==> src/pkg/cpuam_pkg.sv <==
package cpuam_pkg;

    // ****************************************
    // operand addressing modes
    // ****************************************
    typedef enum logic [2:0] {
        AM_INH,
        AM_IMM,
        AM_DIR,
        AM_EXT,
        AM_IX0,
        AM_IX1,
        AM_IX2,
        AM_REL
    } cpuam_mode_t;

    // ****************************************
    // constants
    // ****************************************
    localparam logic [5:0] NUM_TYPES = 6'h3e;
    localparam logic [1:0] LEN_ONE = 2'h1;
    localparam logic [1:0] LEN_TWO = 2'h2;
    localparam logic [1:0] LEN_THREE = 2'h3;
    localparam logic [7:0] PAGE_ZERO_HI = 8'h00;
    localparam logic [15:0] RST_WORD = 16'h0000;
    localparam logic [7:0] RST_BYTE = 8'h00;
    localparam logic [1:0] RST_CNT = 2'h0;

    // ****************************************
    // decode result carrier
    // ****************************************
    typedef struct packed {
        logic [15:0] ea;
        logic [15:0] next_pc;
        logic [7:0] literal;
        logic [1:0] len;
        logic taken;
        logic bad_type;
    } cpuam_res_t;

    localparam cpuam_res_t RST_RES = '{ea: 16'h0000, next_pc: 16'h0000, literal: 8'h00,
                                       len: 2'h0, taken: 1'b0, bad_type: 1'b0};

endpackage

==> src/design/cpuam_unit.sv <==
`timescale 1ns/100ps

// Behaviour
// - 62 instruction types, each decoded into one of eight addressing modes.
// - multiply A by X; high product to X, low product to A.
// - inherent: one byte, no operand address, register-only action.
// - immediate: two bytes, opcode then literal used with A or X.
// - direct: two bytes, address is zero high byte plus operand byte.
// - extended: three bytes, full address high byte first.
// - indexed no offset: one byte, address is zero high byte plus X.
// - indexed 8-bit offset: two bytes, X plus byte, up to 0x01fe.
// - indexed 16-bit offset: three bytes, X plus offset high byte first.
// - relative mode belongs to branch instructions only.
// - taken branch adds sign-extended offset to address after the branch.
// - untaken branch continues with the next instruction.
module cpuam_unit (
    input wire logic i_mclk,
    input wire logic i_rst_b,
    input wire logic i_ce,
    input wire logic i_start,
    input wire logic [5:0] i_type,
    input wire cpuam_pkg::cpuam_mode_t i_mode,
    input wire logic i_is_branch,
    input wire logic i_cond,
    input wire logic [15:0] i_opc_pc,
    input wire logic [7:0] i_idx,
    input wire logic [7:0] i_acc,
    input wire logic i_byte_valid,
    input wire logic [7:0] i_byte,
    input wire logic i_mul,
    output logic o_busy,
    output logic o_need_byte,
    output logic o_done,
    output cpuam_pkg::cpuam_res_t o_res,
    output logic o_mul_done,
    output logic [7:0] o_mul_hi,
    output logic [7:0] o_mul_lo
);

    // ****************************************
    // declarations
    // ****************************************
    typedef enum logic {ST_IDLE, ST_FETCH} cpuam_state_t;

    cpuam_state_t state;
    cpuam_pkg::cpuam_mode_t mode_q;
    logic [1:0] left;
    logic [1:0] got;
    logic [7:0] b1_q;
    logic [7:0] idx_q;
    logic [15:0] pc_q;
    logic cond_q;
    logic bad_q;
    logic take;
    logic start_ok;
    logic [1:0] start_len;
    logic start_bad;
    logic [7:0] fin_b1;
    cpuam_pkg::cpuam_res_t next_res;
    cpuam_pkg::cpuam_res_t start_res;

    function automatic logic [1:0] mode_len(input cpuam_pkg::cpuam_mode_t m);
        case (m)
            cpuam_pkg::AM_INH: mode_len = cpuam_pkg::LEN_ONE;
            cpuam_pkg::AM_IMM: mode_len = cpuam_pkg::LEN_TWO;
            cpuam_pkg::AM_DIR: mode_len = cpuam_pkg::LEN_TWO;
            cpuam_pkg::AM_EXT: mode_len = cpuam_pkg::LEN_THREE;
            cpuam_pkg::AM_IX0: mode_len = cpuam_pkg::LEN_ONE;
            cpuam_pkg::AM_IX1: mode_len = cpuam_pkg::LEN_TWO;
            cpuam_pkg::AM_IX2: mode_len = cpuam_pkg::LEN_THREE;
            cpuam_pkg::AM_REL: mode_len = cpuam_pkg::LEN_TWO;
            default: mode_len = cpuam_pkg::LEN_ONE;
        endcase
    endfunction

    // b1/b2 are the first and second bytes after the opcode
    function automatic cpuam_pkg::cpuam_res_t calc(input cpuam_pkg::cpuam_mode_t m, input logic [7:0] b1,
                                                   input logic [7:0] b2, input logic [7:0] x,
                                                   input logic [15:0] pc, input logic cond, input logic bad);
        cpuam_pkg::cpuam_res_t r;
        logic [15:0] seq;
        logic [15:0] tgt;
        r = cpuam_pkg::RST_RES;
        r.len = mode_len(m);
        r.bad_type = bad;
        seq = pc + {14'h0000, r.len};
        tgt = seq + {{8{b1[7]}}, b1};
        r.next_pc = seq;
        case (m)
            cpuam_pkg::AM_INH: r.ea = cpuam_pkg::RST_WORD;
            cpuam_pkg::AM_IMM: r.literal = b1;
            cpuam_pkg::AM_DIR: r.ea = {cpuam_pkg::PAGE_ZERO_HI, b1};
            cpuam_pkg::AM_EXT: r.ea = {b1, b2};
            cpuam_pkg::AM_IX0: r.ea = {cpuam_pkg::PAGE_ZERO_HI, x};
            cpuam_pkg::AM_IX1: r.ea = {8'h00, x} + {8'h00, b1};
            cpuam_pkg::AM_IX2: r.ea = {b1, b2} + {8'h00, x};
            cpuam_pkg::AM_REL: begin
                // relative only resolves when the decoder marks a branch
                r.taken = cond & ~bad;
                r.ea = tgt;
                r.next_pc = r.taken ? tgt : seq;
            end
            default: r.ea = cpuam_pkg::RST_WORD;
        endcase
        calc = r;
    endfunction

    // ****************************************
    // decode and operand byte collection
    // ****************************************
    always_comb begin
        start_ok = i_start & (state == ST_IDLE);
        start_len = mode_len(i_mode);
        // types past the last one, or relative mode and the branch mark disagreeing, are flagged
        start_bad = (i_type >= cpuam_pkg::NUM_TYPES) | ((i_mode == cpuam_pkg::AM_REL) != i_is_branch);
        take = (state == ST_FETCH) & i_byte_valid;
        fin_b1 = (got == cpuam_pkg::RST_CNT) ? i_byte : b1_q;
        start_res = calc(i_mode, i_byte, i_byte, i_idx, i_opc_pc, i_cond, start_bad);
        next_res = calc(mode_q, fin_b1, i_byte, idx_q, pc_q, cond_q, bad_q);
    end

    always_ff @(posedge i_mclk or negedge i_rst_b) begin
        if (!i_rst_b) begin
            state <= ST_IDLE;
            o_busy <= 1'b0;
            o_need_byte <= 1'b0;
            left <= cpuam_pkg::RST_CNT;
            got <= cpuam_pkg::RST_CNT;
        end else if (i_ce) begin
            case (state)
                ST_IDLE: begin
                    if (start_ok && start_len != cpuam_pkg::LEN_ONE) begin
                        state <= ST_FETCH;
                        o_busy <= 1'b1;
                        o_need_byte <= 1'b1;
                        left <= start_len - 2'h1;
                        got <= cpuam_pkg::RST_CNT;
                    end
                end
                ST_FETCH: begin
                    if (take) begin
                        got <= got + 2'h1;
                        left <= left - 2'h1;
                        if (left == 2'h1) begin
                            state <= ST_IDLE;
                            o_busy <= 1'b0;
                            o_need_byte <= 1'b0;
                        end
                    end
                end
                default: begin
                    state <= ST_IDLE;
                    o_busy <= 1'b0;
                    o_need_byte <= 1'b0;
                end
            endcase
        end
    end

    // context of the instruction in flight, held so the caller may move on
    always_ff @(posedge i_mclk or negedge i_rst_b) begin
        if (!i_rst_b) begin
            mode_q <= cpuam_pkg::AM_INH;
            idx_q <= cpuam_pkg::RST_BYTE;
            pc_q <= cpuam_pkg::RST_WORD;
            cond_q <= 1'b0;
            bad_q <= 1'b0;
            b1_q <= cpuam_pkg::RST_BYTE;
        end else if (i_ce) begin
            if (start_ok) begin
                mode_q <= i_mode;
                idx_q <= i_idx;
                pc_q <= i_opc_pc;
                cond_q <= i_cond;
                bad_q <= start_bad;
            end
            if (take && got == cpuam_pkg::RST_CNT) begin
                b1_q <= i_byte;
            end
        end
    end

    // ****************************************
    // result
    // ****************************************
    always_ff @(posedge i_mclk or negedge i_rst_b) begin
        if (!i_rst_b) begin
            o_done <= 1'b0;
            o_res <= cpuam_pkg::RST_RES;
        end else if (i_ce) begin
            o_done <= 1'b0;
            if (start_ok && start_len == cpuam_pkg::LEN_ONE) begin
                o_done <= 1'b1;
                o_res <= start_res;
            end else if (take && left == 2'h1) begin
                o_done <= 1'b1;
                o_res <= next_res;
            end
        end
    end

    // ****************************************
    // unsigned multiply
    // ****************************************
    always_ff @(posedge i_mclk or negedge i_rst_b) begin
        if (!i_rst_b) begin
            o_mul_done <= 1'b0;
            o_mul_hi <= cpuam_pkg::RST_BYTE;
            o_mul_lo <= cpuam_pkg::RST_BYTE;
        end else if (i_ce) begin
            o_mul_done <= i_mul;
            if (i_mul) begin
                {o_mul_hi, o_mul_lo} <= {8'h00, i_acc} * {8'h00, i_idx};
            end
        end
    end

    // ****************************************
    // assertions
    // ****************************************
    logic [1:0] seen;
    logic [7:0] first_b;
    always_ff @(posedge i_mclk or negedge i_rst_b) begin
        if (!i_rst_b) begin
            seen <= cpuam_pkg::RST_CNT;
            first_b <= cpuam_pkg::RST_BYTE;
        end else if (i_ce) begin
            if (start_ok) begin
                seen <= cpuam_pkg::RST_CNT;
            end else if (take) begin
                seen <= seen + 2'h1;
                if (seen == cpuam_pkg::RST_CNT) begin
                    first_b <= i_byte;
                end
            end
        end
    end
endmodule

==> config.mk <==
export PLATFORM = sky130hd
export DESIGN_NAME = cpuam_unit
export DESIGN_NICKNAME = d
export VERILOG_FILES = /design/src/pkg/cpuam_pkg.sv /design/src/design/cpuam_unit.sv
export SDC_FILE = /design/constraint.sdc
export NUM_CORES = 1
export LEC_CHECK = 0
export ABC_AREA = 0
export BUFFER_PORTS_ARGS = -buffer_cell sky130_fd_sc_hd__buf_2
export CAP_MARGIN = 40
export CORE_MARGIN = 4
export CORE_UTILIZATION = 50
export CTS_BUF_LIST = sky130_fd_sc_hd__clkbuf_2 sky130_fd_sc_hd__clkbuf_4 sky130_fd_sc_hd__clkbuf_8
export CTS_CLUSTER_SIZE = 20
export DETAILED_ROUTE_END_ITERATION = 12
export PLACE_DENSITY = 0.79
export SYNTH_ARGS = -nofsm -noshare
export SYNTH_HDL_FRONTEND = slang
export SYNTH_SLANG_ARGS = --single-unit
==> constraint.sdc <==
create_clock -name i_mclk -period 5.11 [get_ports i_mclk]
set_input_delay 0.511 -clock i_mclk [delete_from_list [all_inputs] [get_ports i_mclk]]
set_output_delay 0.511 -clock i_mclk [all_outputs]
set_load 0.005 [all_outputs]
Yosys cells after proc, flatten, opt, wreduce, memory -nomap -nowiden
Memories as Yosys holds them, arrays and structs flattened.
Cells that the tools add are included.
{"block": "op_classes", "addsub": 11, "multipliers": 1, "magnitude_cmp": 1, "n_eq_ne": 21, "mux": 29, "bitwise_logic": 8, "n_reduce_logical": 12}
{"operator": "$pmux W16 S6", "n": 2}
{"operator": "$mux W44", "n": 2}
{"operator": "$mux W16", "n": 4}
{"operator": "$add A16 B16 Y16", "n": 2}
{"operator": "$add A16 B2 Y16", "n": 2}
{"operator": "$add A16 B8 Y16", "n": 2}
{"operator": "$eq A3 B3 Y1 const B", "n": 8}
{"operator": "$mux W8", "n": 3}
{"operator": "$add A8 B8 Y9", "n": 2}
{"operator": "$mul A8 B8 Y16", "n": 1}
{"operator": "$eq A3 B2 Y1 const B", "n": 4}
{"operator": "$mux W1", "n": 10}
{"operator": "$mux W2", "n": 4}
{"operator": "$ne A2 B1 Y1 const B", "n": 4}
{"operator": "$pmux W2 S2", "n": 2}
{"operator": "$reduce_and A2 Y1", "n": 4}
{"operator": "$eq A3 B1 Y1 const B", "n": 2}
{"operator": "$ge A6 B6 Y1 const B", "n": 1}
{"operator": "$and A1 B1 Y1", "n": 4}
{"operator": "$eq A2 B1 Y1 const B", "n": 2}
{"operator": "$logic_and A1 B1 Y1", "n": 4}
{"operator": "$pmux W1 S2", "n": 2}
{"operator": "$reduce_and A4 Y1", "n": 1}
{"operator": "$sub A2 B1 Y2 const B", "n": 2}
{"operator": "7 further kinds", "n": 9}
{"block": "totals", "regBits": 105, "romBits": 48, "inputBits": 57, "out_inout_bits": 64, "elab_cells": 106, "n_memories": 3}
{"name": "(no name shown)", "depth": 8, "word_bits": 2, "rd": 1, "rd_clocked_by_memory_dff": 0, "write_ports": 0, "line_no": "cpuam_unit.sv:63", "source": "case (m)"}
{"name": "(no name shown)", "depth": 8, "word_bits": 2, "rd": 1, "rd_clocked_by_memory_dff": 0, "write_ports": 0, "line_no": "cpuam_unit.sv:63"}
{"name": "(no name shown)", "depth": 8, "word_bits": 2, "rd": 1, "rd_clocked_by_memory_dff": 0, "write_ports": 0, "line_no": "cpuam_unit.sv:63"}

Depth between registers and ports, before layout
Gate-level depths: netlist (run 1).
{"block": "logic_depth", "depth_word": 8, "ltp_mapped": 20, "depth_no_buf": 19}

Least setup slack after synthesis (run 1)
Ideal clock, no wire load.
{"block": "synth_path", "kind": "input to register", "from": "input i_mode[0]", "to": "register o_res[43] (netlist bit)", "setup_ps": 124, "arrival_time_ps": 4277, "required_time_ps": 4986, "setup_slack_ps": 709, "stages": 19, "n_path_buf": 1, "path_cell_list": "inv_1 ha_1 clkbuf_1 nor3_1 a21oi_1 ha_1 inv_1 fa_1 nor2_1 xor2_1 ha_1 or4_1 o21ai_1 a21oi_1 a311oi_2 o32ai_1 mux2i_1 o22ai_1 a211o_1"}
{"block": "synth_via", "elab_chain_cells": 5, "elab_cells_between_ends": 16, "classes_between": "add/sub (2); eq/ne (7); mux (2); reduce/logical (3); memory (2)"}
{"item": "start: declaration", "line_no": "cpuam_unit.sv:22", "source": "input wire cpuam_pkg::cpuam_mode_t i_mode,"}
{"item": "$mem_v2 Z8 W2"}
{"item": "$add A16 B2 Y16 / $eq A2 B1 Y1 (equally long branches)", "line_no": "cpuam_unit.sv:86, cpuam_unit.sv:192"}
{"item": "$add A16 B16 Y16 / $logic_and A1 B1 Y1 (equally long branches)", "line_no": "cpuam_unit.sv:87, cpuam_unit.sv:192"}
{"item": "$pmux W16 S6 / $reduce_bool A2 Y1 (equally long branches)"}
{"item": "$mux W44 / $reduce_and A2 Y1 (equally long branches)"}
{"item": "end signal: assignment", "line_no": "cpuam_unit.sv:189", "source": "o_res <= cpuam_pkg::RST_RES;"}
{"item": "end signal: assignment", "line_no": "cpuam_unit.sv:194", "source": "o_res <= start_res;"}
{"item": "end signal: assignment", "line_no": "cpuam_unit.sv:197", "source": "o_res <= next_res;"}
{"item": "end: declaration", "line_no": "cpuam_unit.sv:34", "source": "output cpuam_pkg::cpuam_res_t o_res,"}
Several ways; a longest one is shown, not always the timed one.
A chain may end at the register's enable or synchronous reset.

Worst setup path after layout (run 1)
{"block": "layout_path", "from": "register mode_q[0]", "to": "register o_res[43] (netlist bit)"}
{"block": "layout_via", "elab_chain_cells": 6, "elab_cells_between_ends": 12, "classes_between": "add/sub (2); eq/ne (6); mux (3); memory (1)"}
{"item": "start: declaration", "line_no": "cpuam_unit.sv:46", "source": "cpuam_pkg::cpuam_mode_t mode_q;"}
{"item": "start signal: assignment", "line_no": "cpuam_unit.sv:163", "source": "mode_q <= cpuam_pkg::AM_INH;"}
{"item": "start signal: assignment", "line_no": "cpuam_unit.sv:171", "source": "mode_q <= i_mode;"}
{"item": "$mem_v2 Z8 W2"}
{"item": "$add A16 B2 Y16", "line_no": "cpuam_unit.sv:86", "source": "seq = pc + {14'h0000, r.len};"}
{"item": "$add A16 B16 Y16", "line_no": "cpuam_unit.sv:87", "source": "tgt = seq + {{8{b1[7]}}, b1};"}
{"item": "$pmux W16 S6 *", "line_no": "cpuam_unit.sv:89", "source": "case (m)"}
{"item": "$mux W44 *", "line_no": "cpuam_unit.sv:195", "source": "end else if (take && left == 2'h1) begin"}
{"item": "$mux W44 *", "line_no": "cpuam_unit.sv:192", "source": "if (start_ok && start_len == cpuam_pkg::LEN_ONE) begin"}
Mark *: on every way between the ends. The rest lies on a longest branch, timed or not. The select of a mux whose other input is x is not followed.

==> impl_metrics.ini, run 1 <==
[layout]
most-common-layout-cells = nand2_1 (133), buf_2 (120), ha_1 (113)
diodes = 0
fillers = 2003
syn_to_final_growth_pct = 9.475
nets = 1605
layout_commonest_cell = nand2_1
utilization = 0.5567
layout-drive-gt1-share = 0.1460

[die]
core-area_um2 = 21890
dieArea_um2 = 24720
die_h_um = 157.2
start_util = 0.5085
die_x_um = 157.2
io_pins = 121
rows = 54

[worst_hold_path]
min_path_type = primary input to async pin

[worst_setup_path]
r2r_cells = 19
path_buf_inv = 2
endpoint_kind = flop
rr_startpoint = mode_q[0]
crit_fanout = 6
crit_required_ns = 5.40
cp.arrival_ns = 5.07
worst_path_largest_cell_delay_ns = 0.49
worstPathCellList = inv_1, ha_1, nor2_1, mux2i_1, ha_1, inv_1, fa_1, nor4_2, nand2_1, xnor2_1, ha_1, o21a_1, o21a_1, o22ai_1, o31ai_1, a2111o_1, nand4_2, a2111oi_2, a211o_1
critPathLaunchType = flop
worstReg2RegEnd = o_res[43]
crit_top_cell = ha_1
crit_type = flop to flop
r2r_slack_ns = 0.33
critPathSlowestCell = fa_1
cp_top_family = compound AO/OA/AOI/OAI gates

[place]
hpwl_um = 26520
gp_congestion = 1.033
port_buffers = 119

[sta]
clock_skew_ns = 0.01743
setup_tns_ns = 0
slew_violations = 0
post-route-period-util = 0.9345
tightest_slew_ns = 0.8980
rsz0062_at_grt = no
fmax_mhz = 209.4
finalSetupViolCount = 0
slew-limit-headroom = 0.3991
whs_ns = 0.1515
min_period_ns = 4.775
hold_violations = 0

[synthesis]
synthCells = 1301
yosys_most_used_dff = dfrtp_1
syn-num-nets = 1514
ys_warn_count = 0
synth_edf_count = 0
async_reset_ff_frac = 1.000
avgSynthCellArea_um2 = 8.556
ys_ff_latch = 105
synth-seq-area-share = 0.2360
syn_area_um2 = 11130
ys_types = 69

[clocking]
post_cts_buffers = 0
clk_pin_slew_ns = 0.11
hold_buffers = 0
cts.path.max_buffers = 2
cts_tree = done
cts_buffers = 9
clock_latency_ns = 0.41
ctsResizeCount = 0
cts.htree.levels = 3
root_buffer = clkbuf_8
cts_num_sinks = 105

[global_routing]
track_usage = 0.2695
grt_pass1_wl_um = 52630
overflow = 0
grt_max_degree = 57
grt_pass1_vias = 9759
antenna_found_initial = 1

[pwr]
net-switching-power_mw = 3.463
power_density_nw_per_um2 = 571.5
pwr-share-comb = 0.698
internal-power_mw = 3.501
swShare = 0.4973
p_leak_nw = 5.700
pwr-share-seq = 0.221
worst_ir_drop_vdd_uv = 263.1
pwr-share-clk = 0.082

[route]
detail-route-antenna-nets = 0
totalWireLength_um = 33850
avgViaCountPerCell = 6.250
drt_iter0_markers = 1162
firstDrtPassIters = 6
route.detailed.drc = 0
wl_per_cell_um = 20.19
vias = 10480

[flow_run]
maxCapViolations = 0

[run_status]
status = complete, no violations
stage by stage:
stage | area, um^2 | setup slack (ns) | total power, mW | cells
5_1_grt | 12190 | 0.04031 | 7.484 | 1677
4_1_cts | 12180 | 0.3640 | 6.878 | 1677
3_5_place_dp | 11980 | 0.1837 | 6.276 | 1661
2_1_floorplan | 11130 | 0.7092 | 4.906 | 1301
6_report | 12190 | 0.3347 | 6.965 | 1677
3_3_place_gp | 11970 | 0.3255 | 6.170 | 1659
logic make-up after synthesis:
logic type / after synthesis / share of synthesized area
buf+inv: 147 / 0.05181
compound gates: 323 / 0.1962
fa+ha+maj: 156 / 0.2043
xor+xnor: 89 / 0.07250
simple gates: 424 / 0.1831
mux: 57 / 0.05597
flops: 105 / 0.2360
per-layer routing:
| layer | vias to the layer above | share of wire | GRT usage |
|---|---|---|---|
| li1 | 4818 | - | - |
| met1 | 5030 | 0.41 | 0.3729 |
| met2 | 548 | 0.45 | 0.4246 |
| met3 | 84 | 0.11 | 0.05389 |
| met4 | 2 | 0.034 | 0.09054 |
| met5 | - | 0.00032 | 0 |
synth_stat cells (all sizes together), types with 31 or more instances:
| cell type | instances | share of area |
|---|---|---|
| inv | 89 | 0.030 |
| dfrtp | 105 | 0.24 |
| nand2 | 133 | 0.045 |
| o21ai | 69 | 0.031 |
| fa | 43 | 0.077 |
| ha | 113 | 0.13 |
| nand3 | 31 | 0.014 |
| xnor2 | 57 | 0.045 |
| and2 | 48 | 0.027 |
| nor2 | 105 | 0.035 |
| mux2 | 42 | 0.042 |
| a21oi | 76 | 0.034 |
| clkbuf | 50 | 0.018 |
power by group through the flow:
| stage | Sequential (mW) | Clock [mW] | Combinational [mW] |
|---|---|---|---|
| finish | 1.54 | 0.568 | 4.86 |
| CTS | 1.52 | 0.581 | 4.77 |
| global placement | 1.53 | 0 | 4.64 |
| detailed placement | 1.54 | 0 | 4.73 |
| global route | 1.58 | 0.609 | 5.30 |
| floorplan | 1.47 | 0 | 3.43 |
final cells by class:
cell class | instances | area (um^2) | area share
clock buffers | 10 | 131.4 | 0.01078
clock inverters | 6 | 73.82 | 0.006057
inverters | 89 | 334.1 | 0.02741
multi-input cells | 1049 | 7934 | 0.6510
flip-flops and latches | 105 | 2628 | 0.2156
well taps | 280 | 350.3 | 0.02875
repair buffers | 138 | 735.7 | 0.06037
state kept, by name, indices dropped and copies added (netlist names), 2 cells and up:
register	flops
o_res	44
pc_q	16
b1_q	8
idx_q	8
o_mul_hi	8
o_mul_lo	8
mode_q	3
got	2
left	2
how the worst max path moves through the flow:
stage                         start         to  slack (ns)  cells past startpoint
after CTS                 mode_q[0]  o_res[43]        0.36                     18
after global routing      mode_q[0]  o_res[43]        0.04                     18
after floorplan           i_mode[0]  o_res[43]        0.71                     19
final                     mode_q[0]  o_res[43]        0.33                     19
after global placement    i_mode[0]  o_res[39]        0.33                     20
after detailed placement  i_mode[0]  o_res[39]        0.18                     20
Power figures use the tool's default switching activity.
==> run 2: changes to the inputs <==
--- a/config.mk
+++ b/config.mk
@@ -9,10 +9,12 @@
 export BUFFER_PORTS_ARGS = -buffer_cell sky130_fd_sc_hd__buf_2
 export CAP_MARGIN = 40
+export CELL_PAD_IN_SITES_DETAIL_PLACEMENT = 2
+export CELL_PAD_IN_SITES_GLOBAL_PLACEMENT = 2
 export CORE_MARGIN = 4
-export CORE_UTILIZATION = 50
+export CORE_UTILIZATION = 38
 export CTS_BUF_LIST = sky130_fd_sc_hd__clkbuf_2 sky130_fd_sc_hd__clkbuf_4 sky130_fd_sc_hd__clkbuf_8
 export CTS_CLUSTER_SIZE = 20
 export DETAILED_ROUTE_END_ITERATION = 12
-export PLACE_DENSITY = 0.79
+export PLACE_DENSITY = 0.93
 export SYNTH_ARGS = -nofsm -noshare
 export SYNTH_HDL_FRONTEND = slang
==> constraint.sdc (replaced) <==
create_clock -name i_mclk -period 5.11 [get_ports i_mclk]
set_input_delay 0.511 -clock i_mclk [delete_from_list [all_inputs] [get_ports i_mclk]]
set_output_delay 0.511 -clock i_mclk [all_outputs]
set_load 0.01 [all_outputs]
==> run 2 against run 1 <==
  * The flow now finishes with violations (negative setup slack)
  * Routed wire length up 61%
  * Critical endpoint is now o_res[20]
  * Clock-buffer cell count down 1
  * Sequential cell count unchanged
  * Die area up 30%
  * Non-clock buffer count up 8
==> impl_metrics.ini, run 2 (synthesis results as in run 1) <==
[sta]
finalWorstSetupSlack_ns = -0.1619
fmax_mhz = 189.7
finalSetupViolCount = 2
rsz0062_at_grt = yes
min_period_ns = 5.272
hold_violations = 0
tightest_slew_ns = 0.9321
whs_ns = 0.06852
slew-limit-headroom = 0.3773
clock_skew_ns = 0.03507
post-route-period-util = 1.032
slew_violations = 0

[global_routing]
track_usage = 0.3367
grt_pass1_wl_um = 81880
antenna_found_initial = 3
grt_pass1_vias = 13040
overflow = 0
grt_max_degree = 64

[flow_run]
maxCapViolations = 0

[worst_setup_path]
cp.arrival_ns = 5.62
crit_fanout = 6
crit_required_ns = 5.46
critPathLaunchType = flop
endpoint_kind = flop
crit_type = flop to flop

[run_status]
status = finished, violations left
failed_checks = negative setup slack

[clocking]
root_buffer = clkbuf_8
cts_num_sinks = 105
cts.path.max_buffers = 2
post_cts_buffers = 0
clock_latency_ns = 0.45
cts_tree = done
cts_buffers = 9
hold_buffers = 0
cts.htree.levels = 3
clk_pin_slew_ns = 0.15

[route]
firstDrtPassIters = 7
avgViaCountPerCell = 6.537
route.detailed.drc = 0
detail-route-antenna-nets = 0
wl_per_cell_um = 30.46
drt_iter0_markers = 1588
vias = 11700
totalWireLength_um = 54520

[die]
die_x_um = 179.2
start_util = 0.3868
dieArea_um2 = 32100
rows = 62
die_h_um = 179.2
core-area_um2 = 28780
io_pins = 121

[pwr]
power_density_nw_per_um2 = 641.9
finalPower_mw = 7.996
p_leak_nw = 5.771
worst_ir_drop_vdd_uv = 303.9

[worst_hold_path]
min_path_type = primary input to async pin

[layout]
largest_register_ffs = 44
layout_commonest_cell = nand2_1
layout-drive-gt1-share = 0.1566
top_register = o_res
utilization = 0.4329
nets = 1613
most-common-layout-cells = nand2_1 (133), buf_2 (120), ha_1 (113)
syn_to_final_growth_pct = 11.91
reg.largest.list = o_res (44), pc_q (16)

[place]
port_buffers = 119
hpwl_um = 39540
gp_congestion = 0.9315
run 2: metrics by stage:
step | setup slack [ns] | setup TNS (ns) | cells | area (um^2)
after floorplan | 0.7092 | 0 | 1301 | 11130
after global placement | 0.3335 | 0 | 1768 | 12130
after detailed placement | 0.01715 | 0 | 1772 | 12190
after CTS | 0.02886 | 0 | 1788 | 12400
after global routing | -0.08255 | -0.1209 | 1790 | 12460
final | -0.1619 | -0.2179 | 1790 | 12460
run 2: critical path, stage by stage (launching register included):
cell	delay, ns
dfrtp_1	0.44
inv_1	0.17
ha_1	0.29
nor2_1	0.10
mux2i_2	0.25
ha_1	0.28
inv_1	0.07
fa_1	0.48
buf_4	0.20
nand3b_1	0.19
xnor2_1	0.37
ha_1	0.36
o211ai_1	0.14
a21o_1	0.18
nor2b_1	0.29
o21ai_0	0.19
xnor2_1	0.54
o21ai_0	0.25
a21oi_1	0.30
nor2_1	0.09
run 2: what timing repair did:
item                       4_1_cts  5_1_grt
setup endpoints to repair        1        6
gates resized for setup          1        7
hold endpoints to repair         0        0
run 2: routing by layer:
| layer | up-vias | routed length (um) | GRT usage |
|---|---|---|---|
| met1 | 5917 | 20770 | 0.4141 |
| met2 | 715 | 25710 | 0.5561 |
| met3 | 236 | 5128 | 0.08056 |
| met4 | 4 | 2884 | 0.1590 |
| li1 | 4830 | - | - |
| met5 | - | 34 | 0 |
run 2: layout make-up:
type / instances / area (um^2)
Fill cell: 3163 / 16320
Multi-Input combinational cell: 1049 / 7974
Sequential cell: 105 / 2628
Timing Repair Buffer: 146 / 830.8
Tap cell: 384 / 480.5
Inverter: 89 / 334.1
Clock buffer: 9 / 123.9
Clock inverter: 7 / 85.08
Antenna cell: 1 / 2.502
run 2: worst paths after layout:
| check | from | to | slack, ns | cells after the start |
|---|---|---|---|---|
| min | i_rst_b | o_mul_hi[4] | 0.07 | 1 |
| min reg2reg | o_res[14] | o_res[14] | 0.50 | 2 |
| max | mode_q[0] | o_res[20] | -0.16 | 19 |
| max in group asynchronous | i_rst_b | cond_q | 3.64 | 2 |
| max reg2reg | mode_q[0] | o_res[20] | -0.16 | 19 |
| min in group i_mclk | i_opc_pc[9] | pc_q[9] | 0.34 | 2 |
run 2: power breakdown:
| part | switching [mW] | internal, mW |
|---|---|---|
| Clock | 0.397 | 0.196 |
| Combinational | 3.61 | 2.15 |
| Sequential | 0.437 | 1.21 |
==> run 3: changes to the inputs <==
Settings changed: ABC_AREA 0 to 1, CORE_UTILIZATION 38 to 34, CTS_BUF_LIST sky130_fd_sc_hd__clkbuf_2 sky130_fd_sc_hd__clkbuf_4 sky130_fd_sc_hd__clkbuf_8 to default, PLACE_DENSITY 0.93 to default, PLACE_DENSITY_LB_ADDON from default to 0.1.
==> run 3 against run 2 <==
  * The run now ends clean
  * Register-to-register slack improved by 0.71 ns
  * Synthesized area increased by 5.9%
  * Sequential share of layout area down 1.0 points
  * First-iteration DRC count is 61% lower
==> impl_metrics.ini, run 3 <==
[run_status]
status = complete, no violations

[synthesis]
ys_types = 50
ys_warn_count = 0
avgSynthCellArea_um2 = 6.661
syn-num-nets = 1982
ys_ff_latch = 105
synth_top_area_frac = 0.2230
synth_edf_count = 0
async_reset_ff_frac = 1.000
synth_common_cells = nand2_1 (543), inv_1 (279), nand3_1 (124)
synthCells = 1769
synth-seq-area-share = 0.2230
syn_area_um2 = 11780
synth_top_area_cell = dfrtp_1
ys_top_cells_by_area = dfrtp_1 (22%), nand2_1 (17%), ha_1 (12%)
yosys_most_used_dff = dfrtp_1
yosysMostFrequentCell = nand2_1

[worst_setup_path]
cp_top_family = simple AND/OR/NAND/NOR gates
crit_fanout = 7
critPathLaunchType = flop
critPathSlowestCell = dfrtp_1
crit_top_cell = nand2_1
cp_num_cells = 28
r2r_cells = 28
worst_path_largest_cell_delay_ns = 0.46
crit_required_ns = 5.39
endpoint_kind = flop
cp.arrival_ns = 4.85
crit_type = flop to flop
path_buf_inv = 6

[route]
drt_iter0_markers = 613
avgViaCountPerCell = 5.303
wl_per_cell_um = 21.91
route.detailed.drc = 0
vias = 12290
totalWireLength_um = 50770
detail-route-antenna-nets = 0
firstDrtPassIters = 5

[place]
port_buffers = 119
dpl_cell_area_um2 = 12800
hpwl_um = 41610
place_inst = 2299
gp_congestion = 0.9470

[clocking]
root_buffer = clkbuf_16
cts_tree = done
ctsResizeCount = 0
clock_latency_ns = 0.39
cts.path.max_buffers = 2
cts_buffers = 9
cts.htree.levels = 3
clk_pin_slew_ns = 0.08
cts_num_sinks = 105

[sta]
setup_tns_ns = 0
fmax_mhz = 219.1
clock_skew_ns = 0.01334
hold_violations = 0
post-route-period-util = 0.8934
rsz0062_at_grt = no
slew-limit-headroom = 0.5179
min_period_ns = 4.565
slew_violations = 0
finalSetupViolCount = 0
tightest_slew_ns = 0.7156

[layout]
syn_to_final_growth_pct = 11.07
layout-drive-gt1-share = 0.09743
reg.largest.list = o_res (44), pc_q (16)
most-common-layout-cells = nand2_1 (542), inv_1 (279), nand3_1 (124)
multi_input_area_um2 = 7805
nets = 2076
top_register = o_res
largest_register_ffs = 44
fillers = 4225
seqCellArea_um2 = 2628
instances_no_fill = 2317
post-route-cell-area_um2 = 13090
layout_commonest_cell = nand2_1

[die]
rows = 67
die_h_um = 194.2
core-area_um2 = 33870
io_pins = 121
start_util = 0.3479
dieArea_um2 = 37700
die_x_um = 194.2

[worst_hold_path]
whs_path_depth = 3
min_path_type = primary input to flop

[global_routing]
grt_pass1_vias = 13350
track_usage = 0.2679
grt_max_degree = 54
antenna_found_initial = 4
grt_pass1_wl_um = 78940
overflow = 0

[pwr]
p_leak_nw = 7.189
worst_ir_drop_vdd_uv = 233.7
power_density_nw_per_um2 = 537.9

[flow_run]
maxCapViolations = 0
## run 3: cell count changes after synthesis, moves of 18 or more
cell and change:
mux2_2 -42, o21a_1 -18, xnor2_1 -48, a21oi_1 +23, and2_1 -48, inv_1 +190
nand2_1 +410, nand3_1 +93, o21ai_0 +41
## run 3: final timing paths
| path | start | endpoint | slack, ns |
|---|---|---|---|
| worst min-delay path | i_opc_pc[12] | pc_q[12] | 0.40 |
| min in group asynchronous | i_rst_b | o_res[5] | 0.54 |
| max in group asynchronous | i_rst_b | o_res[23] | 3.37 |
| worst min register to register | o_mul_hi[6] | o_mul_hi[6] | 0.48 |
| worst max register to register | mode_q[0] | o_res[43] | 0.54 |
| worst max-delay path | mode_q[0] | o_res[43] | 0.54 |
## run 3: final cells by class
type | count | share of cell area
clock buffer | 10 | 0.01749
sequential | 105 | 0.2007
multi-input combinational | 1327 | 0.5963
timing repair buffer | 136 | 0.05716
clock inverter | 6 | 0.003824
antenna | 1 | 0.0001912
inverter | 284 | 0.08145
tap | 448 | 0.04283
## run 3: per-stage QoR
stage | hold slack (ns) | util | setup WS (ns) | power (mW)
after global placement | 0.4588 | 0.3771 | 0.5100 | 6.080
final | 0.3992 | 0.3865 | 0.5449 | 7.040
after global routing | 0.4019 | 0.3865 | 0.08748 | 7.760
after CTS | 0.3852 | 0.3864 | 0.5129 | 7.079
after floorplan | 0.2154 | - | 0.9094 | 4.663
after detailed placement | 0.4070 | 0.3779 | 0.3914 | 6.281
## run 3: routing by layer
layer,vias to the layer above,track usage,wire length [um]
met5,-,0,31
met4,6,0.07318,1294
met3,61,0.03458,2112
met2,242,0.4463,23780
met1,6124,0.3674,23550
li1,5854,-,-
## run 3: what timing repair did
item | CTS | global route
hold buffers | 1 | 0
endpoints found under the hold margin | 16 | 0
buffers inserted | 0 | 0
## run 3: cells by family (layout without fill, tap and decap cells)
family	count (synthesis)	count (layout)	synth area share
buf+inv	337	436	0.1149
other cells	0	1	0
compound gates	288	288	0.1413
flops	105	105	0.2230
xor+xnor	42	42	0.03122
fa+ha+maj	156	156	0.1930
simple gates	841	841	0.2966
## run 3: worst min-delay path, cell delays in order
cell and delay (ns):
buf_2 0.13, nand2_1 0.06, nand2_1 0.05
## run 3: power by group
group / leakage [nW] / total, mW / internal [mW] / switching [mW]
clock network: 0.130 / 0.752 / 0.339 / 0.413
logic: 5.76 / 4.77 / 1.64 / 3.13
registers: 1.30 / 1.52 / 1.19 / 0.325
total: 7.19 / 7.04 / 3.17 / 3.87
